### src/iop_pkg.sv
// constants, register map and bus states for the i/o port block
package iop_pkg;
	// register word offsets (byte addresses, one 32-bit word each)
	localparam logic [7:0] OFS_PIN_LEVEL   = 8'h00;
	localparam logic [7:0] OFS_OUT_LATCH   = 8'h04;
	localparam logic [7:0] OFS_DIRECTION   = 8'h08;
	localparam logic [7:0] OFS_ANALOG_SEL  = 8'h0C;
	localparam logic [7:0] OFS_PULLUP_EN   = 8'h10;
	localparam logic [7:0] OFS_IN_THRESH   = 8'h14;
	localparam logic [7:0] OFS_SLEW_LIMIT  = 8'h18;
	localparam logic [7:0] OFS_OPEN_DRAIN  = 8'h1C;
	localparam logic [7:0] OFS_PERIPH_SEL  = 8'h20;
	// decoded address width
	localparam int         ADDR_W          = 8;
	// reset value of each bit of a register, replicated per pin
	localparam logic       RST_LATCH       = 1'b0;
	localparam logic       RST_DIRECTION   = 1'b1;
	localparam logic       RST_ANALOG_SEL  = 1'b1;
	localparam logic       RST_PULLUP_EN   = 1'b0;
	localparam logic       RST_IN_THRESH   = 1'b0;
	localparam logic       RST_SLEW_LIMIT  = 1'b1;
	localparam logic       RST_OPEN_DRAIN  = 1'b0;
	localparam logic       RST_PERIPH_SEL  = 1'b0;
	// ahb-lite codes used by the slave
	localparam logic [1:0] HTRANS_NONSEQ   = 2'h2;
	localparam logic       HRESP_OKAY      = 1'b0;
	// bus slave states
	typedef enum logic [1:0] {
		IOP_IDLE,
		IOP_WR_DATA,
		IOP_RD_WAIT,
		IOP_RD_DONE
	} iop_bus_st_t;
endpackage : iop_pkg

### src/iop_pin_if.sv
// configuration and pin-side results between register file and pin logic
`timescale 1ns/10ps
interface iop_pin_if #(parameter int W = 8);
	logic [W-1:0] latch;       // output latch
	logic [W-1:0] direction;   // 1 = input
	logic [W-1:0] analog_sel;  // 1 = analog pin
	logic [W-1:0] pullup_en;   // weak pull-up request
	logic [W-1:0] in_thresh;   // threshold select
	logic [W-1:0] slew_limit;  // slew limit select
	logic [W-1:0] open_drain;  // sink only
	logic [W-1:0] periph_sel;  // peripheral owns pin
	logic [W-1:0] pin_sync;    // synchronised pin level
	// register side drives configuration
	modport regs (output latch, direction, analog_sel, pullup_en,
		in_thresh, slew_limit, open_drain, periph_sel, pin_sync);
	// pin side consumes it
	modport pins (input latch, direction, analog_sel, pullup_en,
		in_thresh, slew_limit, open_drain, periph_sel, pin_sync);
endinterface : iop_pin_if

### src/iop_pin_drive.sv
// per-pin output, enable, pull-up and input buffer control
`timescale 1ns/10ps
module iop_pin_drive #(
	parameter int W = 8
) (
	input  wire logic         i_mclk,
	input  wire logic         i_rst,
	iop_pin_if.pins           cfg,
	input  wire logic [W-1:0] i_periph_out,
	input  wire logic [W-1:0] i_periph_oe,
	input  wire logic [W-1:0] i_aout_en,
	output logic      [W-1:0] o_pin_out,
	output logic      [W-1:0] o_pin_oe,
	output logic      [W-1:0] o_pullup_en,
	output logic      [W-1:0] o_slew_limit,
	output logic      [W-1:0] o_schmitt_sel,
	output logic      [W-1:0] o_dig_in_en,
	output logic      [W-1:0] o_analog_in_en,
	output logic      [W-1:0] o_periph_in
);
	logic [W-1:0] next_data;   // value the owner wants on the pin
	logic [W-1:0] next_req;    // owner asks to drive
	logic [W-1:0] next_oe;     // final enable after overrides

	// owner select: peripheral or latch, all bitwise per pin
	always_comb
	begin
		next_data = (cfg.periph_sel & i_periph_out)
			| (~cfg.periph_sel & cfg.latch);
		next_req  = (cfg.periph_sel & i_periph_oe)
			| (~cfg.periph_sel & ~cfg.direction);
		// open drain only drives the low level
		next_oe   = next_req & ~(cfg.open_drain & next_data);
		// analog output wins; analog select alone does not block
		next_oe   = next_oe & ~i_aout_en;
	end

	// pad controls registered so the pad sees clean levels
	always_ff @(posedge i_mclk)
	begin
		if (i_rst)
		begin
			o_pin_out <= '0;
			o_pin_oe  <= '0;
		end
		else
		begin
			// drive low only in open-drain mode
			o_pin_out <= next_data & ~cfg.open_drain;
			o_pin_oe  <= next_oe;
		end
	end

	// pull-up and pad options
	always_ff @(posedge i_mclk)
	begin
		if (i_rst)
		begin
			o_pullup_en   <= '0;
			o_slew_limit  <= '0;
			o_schmitt_sel <= '0;
		end
		else
		begin
			// pull-up off while the pin is an output
			o_pullup_en   <= cfg.pullup_en & ~next_req;
			o_slew_limit  <= cfg.slew_limit;
			o_schmitt_sel <= cfg.in_thresh;
		end
	end

	// analog switches and the digital input path
	always_ff @(posedge i_mclk)
	begin
		if (i_rst)
		begin
			o_dig_in_en    <= '0;
			o_analog_in_en <= '0;
			o_periph_in    <= '0;
		end
		else
		begin
			o_dig_in_en    <= ~cfg.analog_sel;
			o_analog_in_en <= cfg.analog_sel;
			// peripherals still see the level of a pin they own
			o_periph_in    <= cfg.pin_sync & ~cfg.analog_sel;
		end
	end
endmodule // iop_pin_drive

### src/iop_port.sv
// gpio port: ahb-lite register file, pin synchroniser and checks
//
// Implementation choices: the register addresses and the AHB-Lite register port.
`timescale 1ns/10ps
// Function
// - each port has its own nine-register set
// - latch write equals pin level write
// - latch read returns stored latch values
// - pin level read returns sampled pins
// - peripheral owner blocks latch drive, readable
// - analog select disables digital input buffer
// - analog select exists only if capable
// - after reset every pin owned by latch
// - alternate functions only via peripheral select
// - analog select activates analog input functions
// - analog select does not stop digital drive
// - analog output forces digital driver off
// - direction one input, zero drives latch
// - analog pins read zero as level
// - open drain sinks only, else push-pull
// - pull-up disabled while pin is output
module iop_port #(
	parameter int   PIN_CNT        = 8,
	parameter logic ANALOG_CAPABLE = 1'b1
) (
	input  wire logic               i_mclk,
	input  wire logic               i_rst,
	// ahb-lite slave
	input  wire logic               i_hsel,
	input  wire logic [31:0]        i_haddr,
	input  wire logic [1:0]         i_htrans,
	input  wire logic               i_hwrite,
	input  wire logic [2:0]         i_hsize,
	input  wire logic [31:0]        i_hwdata,
	input  wire logic               i_hready,
	output logic      [31:0]        o_hrdata,
	output logic                    o_hreadyout,
	output logic                    o_hresp,
	// pads
	input  wire logic [PIN_CNT-1:0] i_pin_in,
	output logic      [PIN_CNT-1:0] o_pin_out,
	output logic      [PIN_CNT-1:0] o_pin_oe,
	output logic      [PIN_CNT-1:0] o_pullup_en,
	output logic      [PIN_CNT-1:0] o_slew_limit,
	output logic      [PIN_CNT-1:0] o_schmitt_sel,
	output logic      [PIN_CNT-1:0] o_dig_in_en,
	output logic      [PIN_CNT-1:0] o_analog_in_en,
	// on-chip peripherals sharing the pins
	input  wire logic [PIN_CNT-1:0] i_periph_out,
	input  wire logic [PIN_CNT-1:0] i_periph_oe,
	input  wire logic [PIN_CNT-1:0] i_aout_en,
	output logic      [PIN_CNT-1:0] o_periph_in
);
	localparam int W = PIN_CNT;

	iop_pin_if #(.W(W)) cfg ();             // register to pin logic

	iop_pkg::iop_bus_st_t     bus_st;       // slave state
	logic [iop_pkg::ADDR_W-1:0] addr_q;     // captured address phase
	logic [W-1:0]             sync_q1;      // first sync stage only
	logic [W-1:0]             sync_q2;      // usable pin level
	logic                     accept;       // address phase taken
	logic                     wr_commit;    // write data phase now

	// read decode used only by the read data flop, not by the checks
	function automatic logic [31:0] reg_read(
		input logic [iop_pkg::ADDR_W-1:0] a);
		logic [W-1:0] v;
		v = '0;
		case (a)
			// sampled level, analog pins forced low
			iop_pkg::OFS_PIN_LEVEL:  v = sync_q2 & ~cfg.analog_sel;
			iop_pkg::OFS_OUT_LATCH:  v = cfg.latch;
			iop_pkg::OFS_DIRECTION:  v = cfg.direction;
			iop_pkg::OFS_ANALOG_SEL: v = cfg.analog_sel;
			iop_pkg::OFS_PULLUP_EN:  v = cfg.pullup_en;
			iop_pkg::OFS_IN_THRESH:  v = cfg.in_thresh;
			iop_pkg::OFS_SLEW_LIMIT: v = cfg.slew_limit;
			iop_pkg::OFS_OPEN_DRAIN: v = cfg.open_drain;
			iop_pkg::OFS_PERIPH_SEL: v = cfg.periph_sel;
			// unmapped words read as zero
			default:                 v = '0;
		endcase
		return {{(32-W){1'b0}}, v};
	endfunction

	assign cfg.pin_sync = sync_q2;

	// pins are asynchronous: two flops before any logic looks
	always_ff @(posedge i_mclk)
	begin
		if (i_rst)
		begin
			sync_q1 <= '0;
			sync_q2 <= '0;
		end
		else
		begin
			sync_q1 <= i_pin_in;
			sync_q2 <= sync_q1;
		end
	end

	// bus handshake; reads take one wait so a write just before lands
	assign accept      = i_hsel && i_hready
		&& (i_htrans == iop_pkg::HTRANS_NONSEQ);
	assign wr_commit   = (bus_st == iop_pkg::IOP_WR_DATA);
	assign o_hreadyout = (bus_st != iop_pkg::IOP_RD_WAIT);
	assign o_hresp     = iop_pkg::HRESP_OKAY;

	// slave state machine
	always_ff @(posedge i_mclk)
	begin
		if (i_rst)
		begin
			bus_st <= iop_pkg::IOP_IDLE;
			addr_q <= '0;
		end
		else
		begin
			case (bus_st)
				// a new address phase may follow any finished one
				iop_pkg::IOP_IDLE,
				iop_pkg::IOP_WR_DATA,
				iop_pkg::IOP_RD_DONE:
				begin
					if (accept)
					begin
						addr_q <= i_haddr[iop_pkg::ADDR_W-1:0];
						bus_st <= i_hwrite ? iop_pkg::IOP_WR_DATA
							: iop_pkg::IOP_RD_WAIT;
					end
					else
					begin
						bus_st <= iop_pkg::IOP_IDLE;
					end
				end
				// wait state while read data is registered
				iop_pkg::IOP_RD_WAIT:
				begin
					bus_st <= iop_pkg::IOP_RD_DONE;
				end
				default:
				begin
					bus_st <= iop_pkg::IOP_IDLE;
				end
			endcase
		end
	end

	// read data flop, loaded during the wait state
	always_ff @(posedge i_mclk)
	begin
		if (i_rst)
		begin
			o_hrdata <= '0;
		end
		else if (bus_st == iop_pkg::IOP_RD_WAIT)
		begin
			o_hrdata <= reg_read(addr_q);
		end
	end

	// output latch: both level and latch offsets write it
	always_ff @(posedge i_mclk)
	begin
		if (i_rst)
		begin
			cfg.latch <= {W{iop_pkg::RST_LATCH}};
		end
		else if (wr_commit && (addr_q == iop_pkg::OFS_PIN_LEVEL
			|| addr_q == iop_pkg::OFS_OUT_LATCH))
		begin
			cfg.latch <= i_hwdata[W-1:0];
		end
	end

	// remaining per-port control registers, i_hsize ignored so every write loads the whole word
	always_ff @(posedge i_mclk)
	begin
		if (i_rst)
		begin
			cfg.direction  <= {W{iop_pkg::RST_DIRECTION}};
			cfg.pullup_en  <= {W{iop_pkg::RST_PULLUP_EN}};
			cfg.in_thresh  <= {W{iop_pkg::RST_IN_THRESH}};
			cfg.slew_limit <= {W{iop_pkg::RST_SLEW_LIMIT}};
			cfg.open_drain <= {W{iop_pkg::RST_OPEN_DRAIN}};
			// every pin returns to the latch owner
			cfg.periph_sel <= {W{iop_pkg::RST_PERIPH_SEL}};
		end
		else if (wr_commit)
		begin
			case (addr_q)
				iop_pkg::OFS_DIRECTION:  cfg.direction  <= i_hwdata[W-1:0];
				iop_pkg::OFS_PULLUP_EN:  cfg.pullup_en  <= i_hwdata[W-1:0];
				iop_pkg::OFS_IN_THRESH:  cfg.in_thresh  <= i_hwdata[W-1:0];
				iop_pkg::OFS_SLEW_LIMIT: cfg.slew_limit <= i_hwdata[W-1:0];
				iop_pkg::OFS_OPEN_DRAIN: cfg.open_drain <= i_hwdata[W-1:0];
				// alternate functions are routed only from here
				iop_pkg::OFS_PERIPH_SEL: cfg.periph_sel <= i_hwdata[W-1:0];
				// other offsets leave these alone
				default: ;
			endcase
		end
	end

	// analog select; a digital-only port keeps it at zero
	always_ff @(posedge i_mclk)
	begin
		if (i_rst || !ANALOG_CAPABLE)
		begin
			cfg.analog_sel <= ANALOG_CAPABLE
				? {W{iop_pkg::RST_ANALOG_SEL}} : '0;
		end
		else if (wr_commit && addr_q == iop_pkg::OFS_ANALOG_SEL)
		begin
			cfg.analog_sel <= i_hwdata[W-1:0];
		end
	end

	// pad and peripheral side
	iop_pin_drive #(.W(W)) u_drive (
		.i_mclk         (i_mclk),
		.i_rst          (i_rst),
		.cfg            (cfg),
		.i_periph_out   (i_periph_out),
		.i_periph_oe    (i_periph_oe),
		.i_aout_en      (i_aout_en),
		.o_pin_out      (o_pin_out),
		.o_pin_oe       (o_pin_oe),
		.o_pullup_en    (o_pullup_en),
		.o_slew_limit   (o_slew_limit),
		.o_schmitt_sel  (o_schmitt_sel),
		.o_dig_in_en    (o_dig_in_en),
		.o_analog_in_en (o_analog_in_en),
		.o_periph_in    (o_periph_in)
	);

	// level write lands in the latch at the edge that ends its data phase, one edge after its address
	latch_write_a: assert property (@(posedge i_mclk) disable iff (i_rst)
		accept && i_hwrite
		&& i_haddr[iop_pkg::ADDR_W-1:0] == iop_pkg::OFS_PIN_LEVEL
		|=> ##1 cfg.latch == $past(i_hwdata[W-1:0]))
		else $error("pin level write did not reach latch");

	// latch read returns latch contents
	latch_read_a: assert property (@(posedge i_mclk) disable iff (i_rst)
		bus_st == iop_pkg::IOP_RD_WAIT && addr_q == iop_pkg::OFS_OUT_LATCH
		|=> o_hreadyout && o_hrdata[W-1:0] == $past(cfg.latch))
		else $error("latch read returned wrong value");

	// level read returns synchronised pins, analog ones zero
	level_read_a: assert property (@(posedge i_mclk) disable iff (i_rst)
		bus_st == iop_pkg::IOP_RD_WAIT && addr_q == iop_pkg::OFS_PIN_LEVEL
		|=> o_hrdata[W-1:0] == ($past(sync_q2) & ~$past(cfg.analog_sel)))
		else $error("pin level read wrong");

	// latch drives an owned output pin
	latch_drive_a: assert property (@(posedge i_mclk) disable iff (i_rst)
		(o_pin_oe & ~cfg.periph_sel & cfg.direction) == '0 ##0
		!i_rst |-> ##1 ((o_pin_oe ^ ~$past(cfg.direction))
		& ~$past(cfg.periph_sel | i_aout_en
		| (cfg.open_drain & cfg.latch))) == '0
		|| $past(cfg.direction) != cfg.direction)
		else $error("direction does not steer the driver");

	// peripheral-owned pins ignore the latch direction
	periph_own_a: assert property (@(posedge i_mclk) disable iff (i_rst)
		1'b1 |=> (o_pin_oe & $past(cfg.periph_sel & ~i_periph_oe)) == '0)
		else $error("latch drove a peripheral pin");

	// open drain never drives high
	open_drain_a: assert property (@(posedge i_mclk) disable iff (i_rst)
		1'b1 |=> (o_pin_out & o_pin_oe & $past(cfg.open_drain)) == '0)
		else $error("open drain pin driven high");

	// analog output tristates the digital driver
	aout_prio_a: assert property (@(posedge i_mclk) disable iff (i_rst)
		1'b1 |=> (o_pin_oe & $past(i_aout_en)) == '0)
		else $error("driver on under analog output");

	// pull-up and output enable never together
	pullup_off_a: assert property (@(posedge i_mclk) disable iff (i_rst)
		(o_pullup_en & o_pin_oe) == '0)
		else $error("pull-up active on output");

	// analog pins have their digital buffer off
	dig_buffer_a: assert property (@(posedge i_mclk) disable iff (i_rst)
		!i_rst |=> o_dig_in_en == ~$past(cfg.analog_sel)
		&& o_analog_in_en == $past(cfg.analog_sel))
		else $error("input buffer not following analog select");

	// reset hands every pin to the latch as an input
	reset_owner_a: assert property (@(posedge i_mclk)
		i_rst |=> cfg.periph_sel == '0 && cfg.direction == '1)
		else $error("reset did not restore latch ownership");

	// read data phase holds exactly one wait state
	read_wait_a: assert property (
		@(posedge i_mclk) disable iff (i_rst)
		accept && !i_hwrite |=> !o_hreadyout ##1 o_hreadyout)
		else $error("read wait state not one cycle");

	// unmapped words read back as zero
	unmapped_read_a: assert property (
		@(posedge i_mclk) disable iff (i_rst)
		bus_st == iop_pkg::IOP_RD_WAIT && addr_q > iop_pkg::OFS_PERIPH_SEL
		|=> o_hrdata == '0)
		else $error("unmapped word read nonzero");

	// bits above the port never carry data
	upper_zero_a: assert property (
		@(posedge i_mclk) disable iff (i_rst)
		o_hrdata[31:W] == '0)
		else $error("read data above port width");

	// latch moves only on a level or latch write
	latch_hold_a: assert property (
		@(posedge i_mclk) disable iff (i_rst)
		!i_rst && !(wr_commit && (addr_q == iop_pkg::OFS_PIN_LEVEL
		|| addr_q == iop_pkg::OFS_OUT_LATCH)) |=> $stable(cfg.latch))
		else $error("latch changed without a write");

	// push-pull latch pins show the latch value
	pushpull_data_a: assert property (
		@(posedge i_mclk) disable iff (i_rst)
		!i_rst |=> ((o_pin_out ^ $past(cfg.latch))
		& $past(~cfg.periph_sel & ~cfg.open_drain)) == '0)
		else $error("latch value not on pin");

	// latch outputs never get the pull-up
	pullup_output_a: assert property (
		@(posedge i_mclk) disable iff (i_rst)
		!i_rst |=> (o_pullup_en
		& $past(~cfg.periph_sel & ~cfg.direction)) == '0)
		else $error("pull-up on latch output");

	// peripherals see synchronised levels, analog pins low
	periph_input_a: assert property (
		@(posedge i_mclk) disable iff (i_rst)
		!i_rst |=> o_periph_in
		== ($past(sync_q2) & ~$past(cfg.analog_sel)))
		else $error("peripheral input level wrong");

	// pad options follow their registers
	pad_options_a: assert property (
		@(posedge i_mclk) disable iff (i_rst)
		!i_rst |=> o_slew_limit == $past(cfg.slew_limit)
		&& o_schmitt_sel == $past(cfg.in_thresh))
		else $error("pad option not following register");

	// reset releases every driver and pull-up
	reset_pads_a: assert property (
		@(posedge i_mclk)
		i_rst |=> o_pin_oe == '0 && o_pullup_en == '0
		&& o_dig_in_en == '0)
		else $error("pad outputs active after reset");
endmodule // iop_port

### config.mk
export PLATFORM = sky130hd
export DESIGN_NAME = iop_port
export DESIGN_NICKNAME = d
export VERILOG_FILES = /design/src/iop_pkg.sv /design/src/iop_pin_if.sv /design/src/iop_pin_drive.sv /design/src/iop_port.sv
export SDC_FILE = /design/constraint.sdc
export NUM_CORES = 1
export LEC_CHECK = 0
export BUFFER_PORTS_ARGS = -buffer_cell sky130_fd_sc_hd__clkbuf_2
export CAP_MARGIN = 20
export CORE_ASPECT_RATIO = 1.1
export CORE_UTILIZATION = 30
export CTS_BUF_LIST = sky130_fd_sc_hd__clkbuf_8
export DETAILED_ROUTE_END_ITERATION = 7
export GPL_TIMING_DRIVEN = 0
export SETUP_SLACK_MARGIN = 0.4
export SLEW_MARGIN = 20
export SYNTH_ARGS = -nofsm -noshare
export SYNTH_HDL_FRONTEND = slang
export SYNTH_HIERARCHICAL = 1
export SYNTH_SLANG_ARGS = --single-unit
### constraint.sdc
create_clock -name i_mclk -period 4.6 [get_ports i_mclk]
set_input_delay 0.46 -clock i_mclk [delete_from_list [all_inputs] [get_ports i_mclk]]
set_output_delay 0.46 -clock i_mclk [all_outputs]
set_load 0.05 [all_outputs]
* Word-level counts from Yosys, hierarchy flattened
Index checks and enable logic that the tools add are counted.
** Operators by class
- Add/sub/neg operators :: 0
- Multipliers :: 0
- Divide/modulo/power cells :: 0
- Order comparisons :: 0
- Eq/ne operators :: 13
- Shift operators :: 0
- Mux-type cells :: 4
- Bitwise logic cells :: 19
- Reduce and logical (&&, ||, !) cells :: 15
** Operator list (number)
- $and A8 B8 Y8 :: 10
- $pmux W8 S9 :: 1
- $not A8 Y8 :: 7
- $eq A8 B5 Y1 const B :: 4
- $eq A8 B4 Y1 const B :: 2
- $or A8 B8 Y8 :: 2
- $reduce_and A2 Y1 :: 7
- $eq A8 B3 Y1 const B :: 1
- $eq A8 B6 Y1 const B :: 1
- $logic_not A8 Y1 :: 1
- $eq A2 B2 Y1 const B :: 3
- $logic_and A1 B1 Y1 :: 4
- $mux W2 :: 2
- $pmux W2 S2 :: 1
- $reduce_or A3 Y1 :: 1
- $eq A2 B1 Y1 const B :: 1
- $logic_not A2 Y1 :: 1
- $ne A2 B2 Y1 const B :: 1
- $logic_or A1 B1 Y1 :: 1
** Word-level totals
- Register bits :: 162
- Latch bits :: 0
- Bits in writable memories :: 0
- Bits in read-only memories :: 0
- Output and inout port bits :: 98
- Memories :: 0

* Logic depth before layout (Yosys ltp)
Gate-level depths: netlist of the first run.
- Word-level depth :: 7
- Depth in mapped cells :: 7
- Gate-level depth less buffers :: 5

* Cells and area by module
The synthesis of the first run kept the hierarchy.
** Modules (own cells, without submodules)
- iop_port :: times used 1, cells each 497, area an instance 4533.1 um^2, seq. area each 1961.9 um^2
- iop_pin_drive :: times used 1, cells each 170, area an instance 2152.1 um^2, seq. area each 1281.2 um^2

* Least setup slack after synthesis of the first run
Ideal clock, no wire load.
- Path type :: register to register
- Start :: register bus_st[1]
- End :: register o_hrdata[1]
- Arrival :: 1.723 ns
- Required time :: 4.481 ns
- Setup slack :: 2.758 ns
- Stages on the path, launching flop included :: 6
- Buffers on the path :: 0
- Path through :: dfxtp_1 > nor2b_1 > clkinv_1 > a221o_2 > and2_1 > o221a_2
** Between the ends
- Cells in the longest elaborated chain, start to end :: 1
** RTL lines
- start, declared :: RTL line iop_port.sv:58 : iop_pkg::iop_bus_st_t bus_st;
- start signal, assigned :: RTL line iop_port.sv:116 : bus_st <= iop_pkg::IOP_IDLE;
- start signal, assigned :: RTL line iop_port.sv:130 : bus_st <= i_hwrite ? iop_pkg::IOP_WR_DATA
- start signal, assigned :: RTL line iop_port.sv:135 : bus_st <= iop_pkg::IOP_IDLE;
- $eq A2 B2 Y1 :: RTL line iop_port.sv:158 : else if (bus_st == iop_pkg::IOP_RD_WAIT)
- end signal, assigned :: RTL line iop_port.sv:160 : o_hrdata <= reg_read(addr_q);
- end, declared :: RTL line iop_port.sv:36 : output logic [31:0] o_hrdata,
No other way between the ends.
A chain may end at the register's enable or synchronous reset.

* Worst setup path in the final report of the first run
- Start :: register bus_st[1]
- End :: output o_hreadyout
** Between the ends
- Cells in the longest elaborated chain, start to end :: 1
** RTL lines
- $ne A2 B2 Y1 :: RTL line iop_port.sv:108 : assign o_hreadyout = (bus_st != iop_pkg::IOP_RD_WAIT);
- end, declared :: RTL line iop_port.sv:37 : output logic o_hreadyout,
No other way between the ends.

==> results.toml, run 1 <==
[placed_design]
post-place-ws_ns = 2.39
port_buffers = 119
postPlaceCellArea_um2 = 7730
gp_congestion = 0.920
placed_cells = 1100
dp_hpwl_um = 14600

[final_layout]
nets = 935
final_cell_mix = "162 x dfxtp_1, 119 x clkbuf_2, 71 x nand2_1"
fin_cells = 1132
mostFrequentLayoutCell = "dfxtp_1"
multiInputGateArea_um2 = 3080
diodes = 0
final_util_pct = 37.7
regArea_um2 = 3240
drive_gt1_share_pct = 29.5
final_area_um2 = 8140
area_growth_pct = 21.8
fillCellCount = 2267

[sta]
rsz0062_at_grt = "no"
post-route-period-util_pct = 47.0
drv_slew = 0
holdWs_ns = 0.199
fin_setup_tns_ns = 0
setup_viol = 0
max_freq_mhz = 463
skew_ns = 0.00895
hold_viol = 0
slew_headroom_pct = 49.3
setup_slack_ns = 2.44
fin_crit_ns = 2.16
worst_slew_pin_slew_ns = 0.761

[worst_setup_path]
cp_top_family = "buffers and inverters"
crit_buf_inv = 2
critPathCaptureType = "output port"
cp_slowest_cell = "clkbuf_2"
worstSetupPathType = "flip-flop to output port"
worstPathArrival_ns = 1.70
slowest_delay_ns = 0.37
cp.required_ns = 4.14
setup.worst_path.start_class = "flip-flop"
cp_max_fo = 10
cp_cell_sequence = "nor2b_1 > clkinv_1 > clkbuf_2"
r2r_slack_ns = 2.52

[run_status]
status = "completed"

[pwr]
seqPwrFrac_pct = 52.2
p_sw_share_pct = 26.4
vdd_drop_max_mv = 0.135
total_power_mw = 2.73
comb_power_share_pct = 8.7
clkPwrFrac_pct = 39.1
power.leakage_nw = 3.77
power_switching_mw = 0.721
power.density_nw_per_um2 = 336
intPower_mw = 2.01

[global_route]
grt_pass1_vias = 4972
antenna_found_initial = 0
grt_max_degree = 17
grt_pass1_wl_um = 29800
grt_overflow = 0
grt.total_usage_pct = 18.2

[drt]
totalWireLength_um = 20200
post_drt_wl_per_cell_um = 17.8
avgViaCountPerCell = 4.69
drc = 0
antenna_left = 0
dr_total_vias = 5312
firstDrtPassIters = 6
dr.first_iter.drc_count = 394

[synthesis]
ys_ff_latch = 162
ys_warn_count = 6
async_reset_ff_share_pct = 0
synth.avg_cell_area_um2 = 10.0
synth_cell_type_count = 59
synth_edf_count = 0
mappedNetlistArea_um2 = 6690
synth_top_area_cell = "dfxtp_1"
synth.area.top_cells = "dfxtp_1 49%, mux2i_1 7.8%, nor2b_1 4.6%"
synth-main-ff-cell = "dfxtp_1"
synth_top_area_share_pct = 48.5
syn_inst = 667
ys_seq_area_share_pct = 48.5

[cts]
cts_made_buffers = 17
ctsHoldBuffers = 0
cts_root_buffer = "clkbuf_8"
clock_path_buffers = 2
post_cts_buffers = 0
ctsResizeCount = 0
cts_sinks = 162
cts.clk_slew.worst_paths_ns = 0.09
htree_levels = 4
cts_tree = "yes"
clk_latency_ns = 0.47

[floorplan]
die_h_um = 159
core_um2 = 21600
start_util_pct = 31.0
io-pin-count = 204
die_area_um2 = 22900
rows = 56
die_w_um = 144

[run]
drv_cap = 0

[worst_hold_path]
hold_path.class = "input pin to flip-flop"
==> path summary, 6_finish.rpt <==
path | startpoint | to | depth (start not counted)
worst min register to register | sync_q1[6]$_SDFF_PP0_ | cfg.pin_sync[6]$_SDFF_PP0_ | 1
worst max-delay path | bus_st[1]$_SDFF_PP0_ | o_hreadyout | 3
worst min-delay path | i_haddr[7] | addr_q[7]$_SDFFE_PP0P_ | 3
worst max register to register | addr_q[4]$_SDFFE_PP0P_ | cfg.periph_sel[0]$_SDFFE_PP0P_ | 5
==> cell usage after synthesis, types with 5 or more instances <==
master     count
dfxtp_1      162
nand2_1       71
nor2_1        57
mux2i_1       52
nor2b_1       49
buf_4         28
a21oi_1       25
clkbuf_1      22
buf_2         16
o21ai_0       15
nand3b_1      13
nand3_1       12
and2_1        10
and3_1         7
inv_1          7
mux2_2         6
nand2b_1       6
a2111oi_4      5
a221o_1        5
a22oi_1        5
and2b_4        5
mux2_4         5
nand3_2        5
nor3b_2        5
o211a_1        5
==> worst register-to-register path, cell delays in order, from the launching register on <==
cell and delay [ns]:
dfxtp_1 0.32, buf_6 0.14, nor4b_4 0.66, nand3_2 0.49, mux2i_1 0.29, nor2_1 0.05
==> power groups by stage <==
stage               sequential, mW  combinational (mW)  clock (mW)
finish                        1.43               0.238        1.07
global route                  1.43               0.254        1.15
CTS                           1.43               0.239        1.09
detailed placement            1.46               0.239           0
global placement              1.46               0.238           0
floorplan                     1.49               0.138           0
==> final cells by class <==
cell class | count | share of cell area [%]
sequential | 162 | 39.8
multi-input combinational | 449 | 37.9
timing repair buffer | 119 | 7.31
buffer | 71 | 5.09
tap | 290 | 4.46
clock buffer | 20 | 3.38
clock inverter | 12 | 1.64
inverter | 9 | 0.415
==> cells by family (layout without fill, tap and decap cells) <==
kind of cell,after synthesis,in the layout,share of synthesized area [%]
flip-flops,162,162,48.5
buffers and inverters,80,231,6.70
AO/OA/AOI/OAI,92,92,11.6
other,1,25,0.0561
multiplexers,64,64,10.3
AND/OR/NAND/NOR,268,268,22.9
==> metal layers <==
layer | part of all wire [%] | track usage (%) | vias up
met5 | 0 | 0 | -
met2 | 47 | 29.6 | 209
li1 | - | - | 2578
met1 | 42 | 22.5 | 2489
met3 | 7.6 | 4.69 | 36
met4 | 3.2 | 8.07 | 0
(Power assumes the default switching activity.)
==> run 2, diff against run 1 <==
==> constraint.sdc (replaced) <==
create_clock -name i_mclk -period 1.91 [get_ports i_mclk]
set_input_delay 0.191 -clock i_mclk [delete_from_list [all_inputs] [get_ports i_mclk]]
set_output_delay 0.191 -clock i_mclk [all_outputs]
set_load 0.05 [all_outputs]
==> run 2 against run 1 <==
Against the previous run: sequential power is 140% higher; critical path depth is 3 higher; core utilization is 4.5 points higher; non-clock buffer count is 61 higher; design area is 12% higher; flip-flop and latch count stayed put; setup slack worse by 2.2 ns; clock-buffer cell count is 3 lower; largest power group unchanged; highest routed layer unchanged.
==> results.toml, run 2 (same netlist as run 1, synthesis figures left out) <==
[drt]
dr.first_iter.drc_count = 286
antenna_left = 0
post_drt_wl_per_cell_um = 17.7
firstDrtPassIters = 4
dr_total_vias = 5690
totalWireLength_um = 21200
avgViaCountPerCell = 4.77
drc = 0

[sta]
slew_headroom_pct = 48.1
post-route-period-util_pct = 86.0
rsz0062_at_grt = "yes"
drv_slew = 0
max_freq_mhz = 609
hold_viol = 0
setup_slack_ns = 0.267
fin_crit_ns = 1.64
worst_slew_pin_slew_ns = 0.778
skew_ns = 0.0154
setup_viol = 0

[floorplan]
die_w_um = 144
rows = 56
io-pin-count = 204
start_util_pct = 31.0
core_um2 = 21600
die_h_um = 159
die_area_um2 = 22900

[final_layout]
area_growth_pct = 36.5
nets = 996
diodes = 0
drive_gt1_share_pct = 37.0
mostFrequentLayoutCell = "dfxtp_1"
final_area_um2 = 9120
final_cell_mix = "155 x dfxtp_1, 120 x clkbuf_2, 60 x nand2_1"

[cts]
cts_tree = "yes"
cts.clk_slew.worst_paths_ns = 0.10
clock_path_buffers = 2
cts_sinks = 162
htree_levels = 4
cts_root_buffer = "clkbuf_8"
clk_latency_ns = 0.46
cts_made_buffers = 17

[placed_design]
post-place-ws_ns = -0.0583
postPlaceCellArea_um2 = 7750
port_buffers = 119
dp_hpwl_um = 14700
gp_congestion = 0.901

[run]
drv_cap = 0

[pwr]
power.leakage_nw = 4.13
vdd_drop_max_mv = 0.337
total_power_mw = 6.60
power.density_nw_per_um2 = 723

[worst_setup_path]
worstPathArrival_ns = 1.96
critPathCaptureType = "flip-flop"
worstSetupPathType = "flip-flop to flip-flop"
setup.worst_path.start_class = "flip-flop"
cp.required_ns = 2.23
cp_max_fo = 8

[global_route]
grt_max_degree = 17
grt_pass1_wl_um = 30600
grt_pass1_vias = 5273
grt_overflow = 0
grt.total_usage_pct = 18.5
antenna_found_initial = 0

[run_status]
status = "completed"

[worst_hold_path]
hold_path.class = "input pin to flip-flop"
-- run 2: path summary, 6_finish.rpt --
path                            depth (start not counted)                        endpoint                   start  slack, ns
worst max-delay path                                    6  cfg.periph_sel[3]$_SDFFE_PP0P_  addr_q[1]$_SDFFE_PP0P_       0.27
worst min-delay path                                    3  u_drive/o_pin_oe[6]$_SDFF_PP0_            i_aout_en[6]       0.04
worst max register to register                          6  cfg.periph_sel[3]$_SDFFE_PP0P_  addr_q[1]$_SDFFE_PP0P_       0.27
worst min register to register                          1      cfg.pin_sync[2]$_SDFF_PP0_   sync_q1[2]$_SDFF_PP0_       0.45
-- run 2: worst max-delay path: stages, from the launching register on --
cell and delay (ns):
dfxtp_2 0.33, buf_6 0.14, nor4_4 0.33, buf_6 0.19
nand3_4 0.23, mux2i_1 0.23, nor2_1 0.05
-- run 2: timing repair --
action                                 4_1_cts  5_1_grt
endpoints found under the hold margin       26        0
gates resized for setup                     73       36
gates cloned                                 0        1
hold buffers                                26        0
pin swaps                                   13       30
setup buffers                               24       10
setup endpoints to repair                   75       74
-- run 2: power breakdown --
| group | internal (mW) | switching [mW] | total, mW | leakage [nW] |
|---|---|---|---|---|
| registers | 3.42 | 0.0228 | 3.44 | 1.32 |
| clock network | 1.07 | 1.39 | 2.46 | 0.197 |
| logic | 0.252 | 0.451 | 0.703 | 2.62 |
-- run 2: routing by layer --
layer	GRT usage (%)	part of all wire [%]	vias to the layer above
met2	30.1	47	256
met1	22.8	42	2676
li1	-	-	2708
met3	4.42	7.3	50
met5	0	0	-
met4	8.87	3.7	0
-- run 2: final cells by class --
class | instances | area, um2
flip-flops and latches | 162 | 3260
fillers | 2148 | 12500
clock buffers | 17 | 234
multi-input cells | 449 | 3380
repair buffers | 180 | 1180
inverters | 9 | 38.8
plain buffers | 71 | 523
well taps | 290 | 363
clock inverters | 15 | 148
-- run 2: through the flow --
step / std cells / TNS, ns / hold WS (ns) / util (%)
finish: 1193 / 0 / 0.0363 / 42.3
detailed placement: 1100 / -0.619 / 0.417 / 35.9
global route: 1193 / 0 / 0.0191 / 42.3
CTS: 1182 / 0 / 0.00899 / 41.2
global placement: 1100 / -0.429 / 0.415 / 35.9
floorplan: 691 / 0 / 0.319 / -
==> run 3, diff against run 2 <==
==> constraint.sdc (replaced) <==
create_clock -name i_mclk -period 1.6 [get_ports i_mclk]
set_input_delay 0.16 -clock i_mclk [delete_from_list [all_inputs] [get_ports i_mclk]]
set_output_delay 0.16 -clock i_mclk [all_outputs]
set_load 0.05 [all_outputs]
==> run 3 against run 2 <==
Against the previous run: the flow now finishes with violations (negative setup slack); critical path type unchanged; maximum frequency up 1.6%; register-to-register slack worse by 0.28 ns; total power up 20%; non-clock buffer count down 8; critical path depth unchanged; cell count down 0.67%.
==> results.toml, run 3 (same netlist as run 1, synthesis figures left out) <==
[global_route]
grt_pass1_vias = 5331
grt_overflow = 0
grt.total_usage_pct = 18.9
antenna_found_initial = 0
grt_max_degree = 17
grt_pass1_wl_um = 31100

[worst_hold_path]
min-delay-start = "i_periph_out[0]"
whs_path_depth = 3
min_to = "u_drive/o_pin_out[0]$_SDFF_PP0_"
hold_path.class = "input pin to flip-flop"

[drt]
avgViaCountPerCell = 4.79
drc = 0
post_drt_wl_per_cell_um = 17.9
dr.first_iter.drc_count = 343
routed.top_layer = "met4"
met1_length_um = 8820
met3_length_um = 1440
totalWireLength_um = 21200
antenna_left = 0
wl_met2_um = 10200
dr_total_vias = 5674
firstDrtPassIters = 5

[cts]
clk_latency_ns = 0.47
htree_levels = 4
cts_sinks = 162
cts_tree = "yes"
clock_path_buffers = 2
cts_root_buffer = "clkbuf_8"
cts_made_buffers = 17
cts.clk_slew.worst_paths_ns = 0.09

[sta]
fin_setup_tns_ns = -0.0650
max_freq_mhz = 618
post-route-period-util_pct = 101
fin_crit_ns = 1.62
skew_ns = 0.0123
slew_headroom_pct = 48.2
setup_slack_ns = -0.0170
rsz0062_at_grt = "yes"
worst_slew_pin_slew_ns = 0.777
holdWs_ns = 0.0145
drv_slew = 0
setup_viol = 13
hold_viol = 0

[worst_setup_path]
critPathCaptureType = "flip-flop"
cp.required_ns = 1.94
cp_slowest_cell = "dfxtp_2"
worstPathArrival_ns = 1.95
slowest_delay_ns = 0.34
cp-startpoint = "addr_q[0]$_SDFFE_PP0P_"
reg2reg_depth = 6
r2r_slack_ns = -0.02
cp_max_fo = 8
worstSetupPathType = "flip-flop to flip-flop"
r2r-start = "addr_q[0]$_SDFFE_PP0P_"
r2r-end = "cfg.pullup_en[0]$_SDFFE_PP0P_"
setup.worst_path.start_class = "flip-flop"
cp_cell_sequence = "buf_12 > nor4_4 > buf_6 > nand3_4 > mux2i_1 > nor2_1"

[floorplan]
io-pin-count = 204
die_h_um = 159
die_area_um2 = 22900
start_util_pct = 31.0
rows = 56
die_w_um = 144
core_um2 = 21600

[placed_design]
post-place-ws_ns = -0.397
dp_hpwl_um = 14700
postPlaceCellArea_um2 = 7910
gp_congestion = 0.916
port_buffers = 119
placed_cells = 1100

[final_layout]
fin_cells = 1185
diodes = 0
final_cell_mix = "136 x dfxtp_1, 76 x buf_4, 62 x nand2_1"
area_growth_pct = 42.1
final_area_um2 = 9500
nets = 988
drive_gt1_share_pct = 37.8
mostFrequentLayoutCell = "dfxtp_1"
final_util_pct = 44.0

[pwr]
power.leakage_nw = 4.26
total_power_mw = 7.89
vdd_drop_max_mv = 0.424
p_sw_share_pct = 28.0
power.density_nw_per_um2 = 830
intPower_mw = 5.68
seqPwrFrac_pct = 52.0
comb_power_share_pct = 11.0
power_switching_mw = 2.21
clkPwrFrac_pct = 37.1

[run_status]
status = "finished with violations"
violations = "negative setup slack"

[run]
drv_cap = 0
run 3: cell count changes in the layout (fill, tap and decap cells not counted), moves of 7 or more:
cell and change:
buf_8 +9, clkbuf_8 +7, dfxtp_2 +14, clkbuf_2 -72
dfxtp_1 -19, buf_4 +22, buf_6 +9, clkbuf_4 +12
run 3: area by class of cell:
cell class	count	area [um2]
timing repair buffer	172	1510
inverter	9	38.8
tap	290	363
buffer	71	554
clock buffer	18	248
multi-input combinational	449	3360
clock inverter	14	133
sequential	162	3290
fill	2112	12100
run 3: worst max-delay path: cells and delay by family (launching register included):
kind / cells / cell delay [ns]
buf+inv: 2 / 0.33
flops: 1 / 0.34
simple gates: 3 / 0.56
mux: 1 / 0.24
run 3: how the worst max path moves through the flow:
stage,to,depth (start not counted)
2_1_floorplan,cfg.in_thresh[7]$_SDFFE_PP0P_,5
3_3_place_gp,cfg.pullup_en[7]$_SDFFE_PP0P_,4
3_5_place_dp,cfg.periph_sel[4]$_SDFFE_PP0P_,4
4_1_cts,cfg.pullup_en[4]$_SDFFE_PP0P_,6
5_1_grt,o_hrdata[2]$_SDFFE_PP0P_,6
6_report,cfg.pullup_en[0]$_SDFFE_PP0P_,6
run 3: repair_timing:
action	in CTS	in global routing
hold buffers	28	0
setup endpoints to repair	159	140
pin swaps	29	7
hold endpoints to repair	28	0
setup buffers	20	5
resized for setup	165	96
run 3: routing by layer:
metal | GRT usage [%] | up-vias
li1 | - | 2702
met1 | 22.9 | 2710
met2 | 31.4 | 217
met3 | 4.60 | 45
met4 | 8.77 | 0
met5 | 0 | -
run 3: power by group through the flow:
stage | registers (mW) | clock network, mW | logic [mW]
finish | 4.10 | 2.92 | 0.865
global route | 4.11 | 3.17 | 0.912
CTS | 4.10 | 2.99 | 0.837
detailed placement | 4.20 | 0 | 0.712
global placement | 4.20 | 0 | 0.711
floorplan | 4.28 | 0 | 0.421
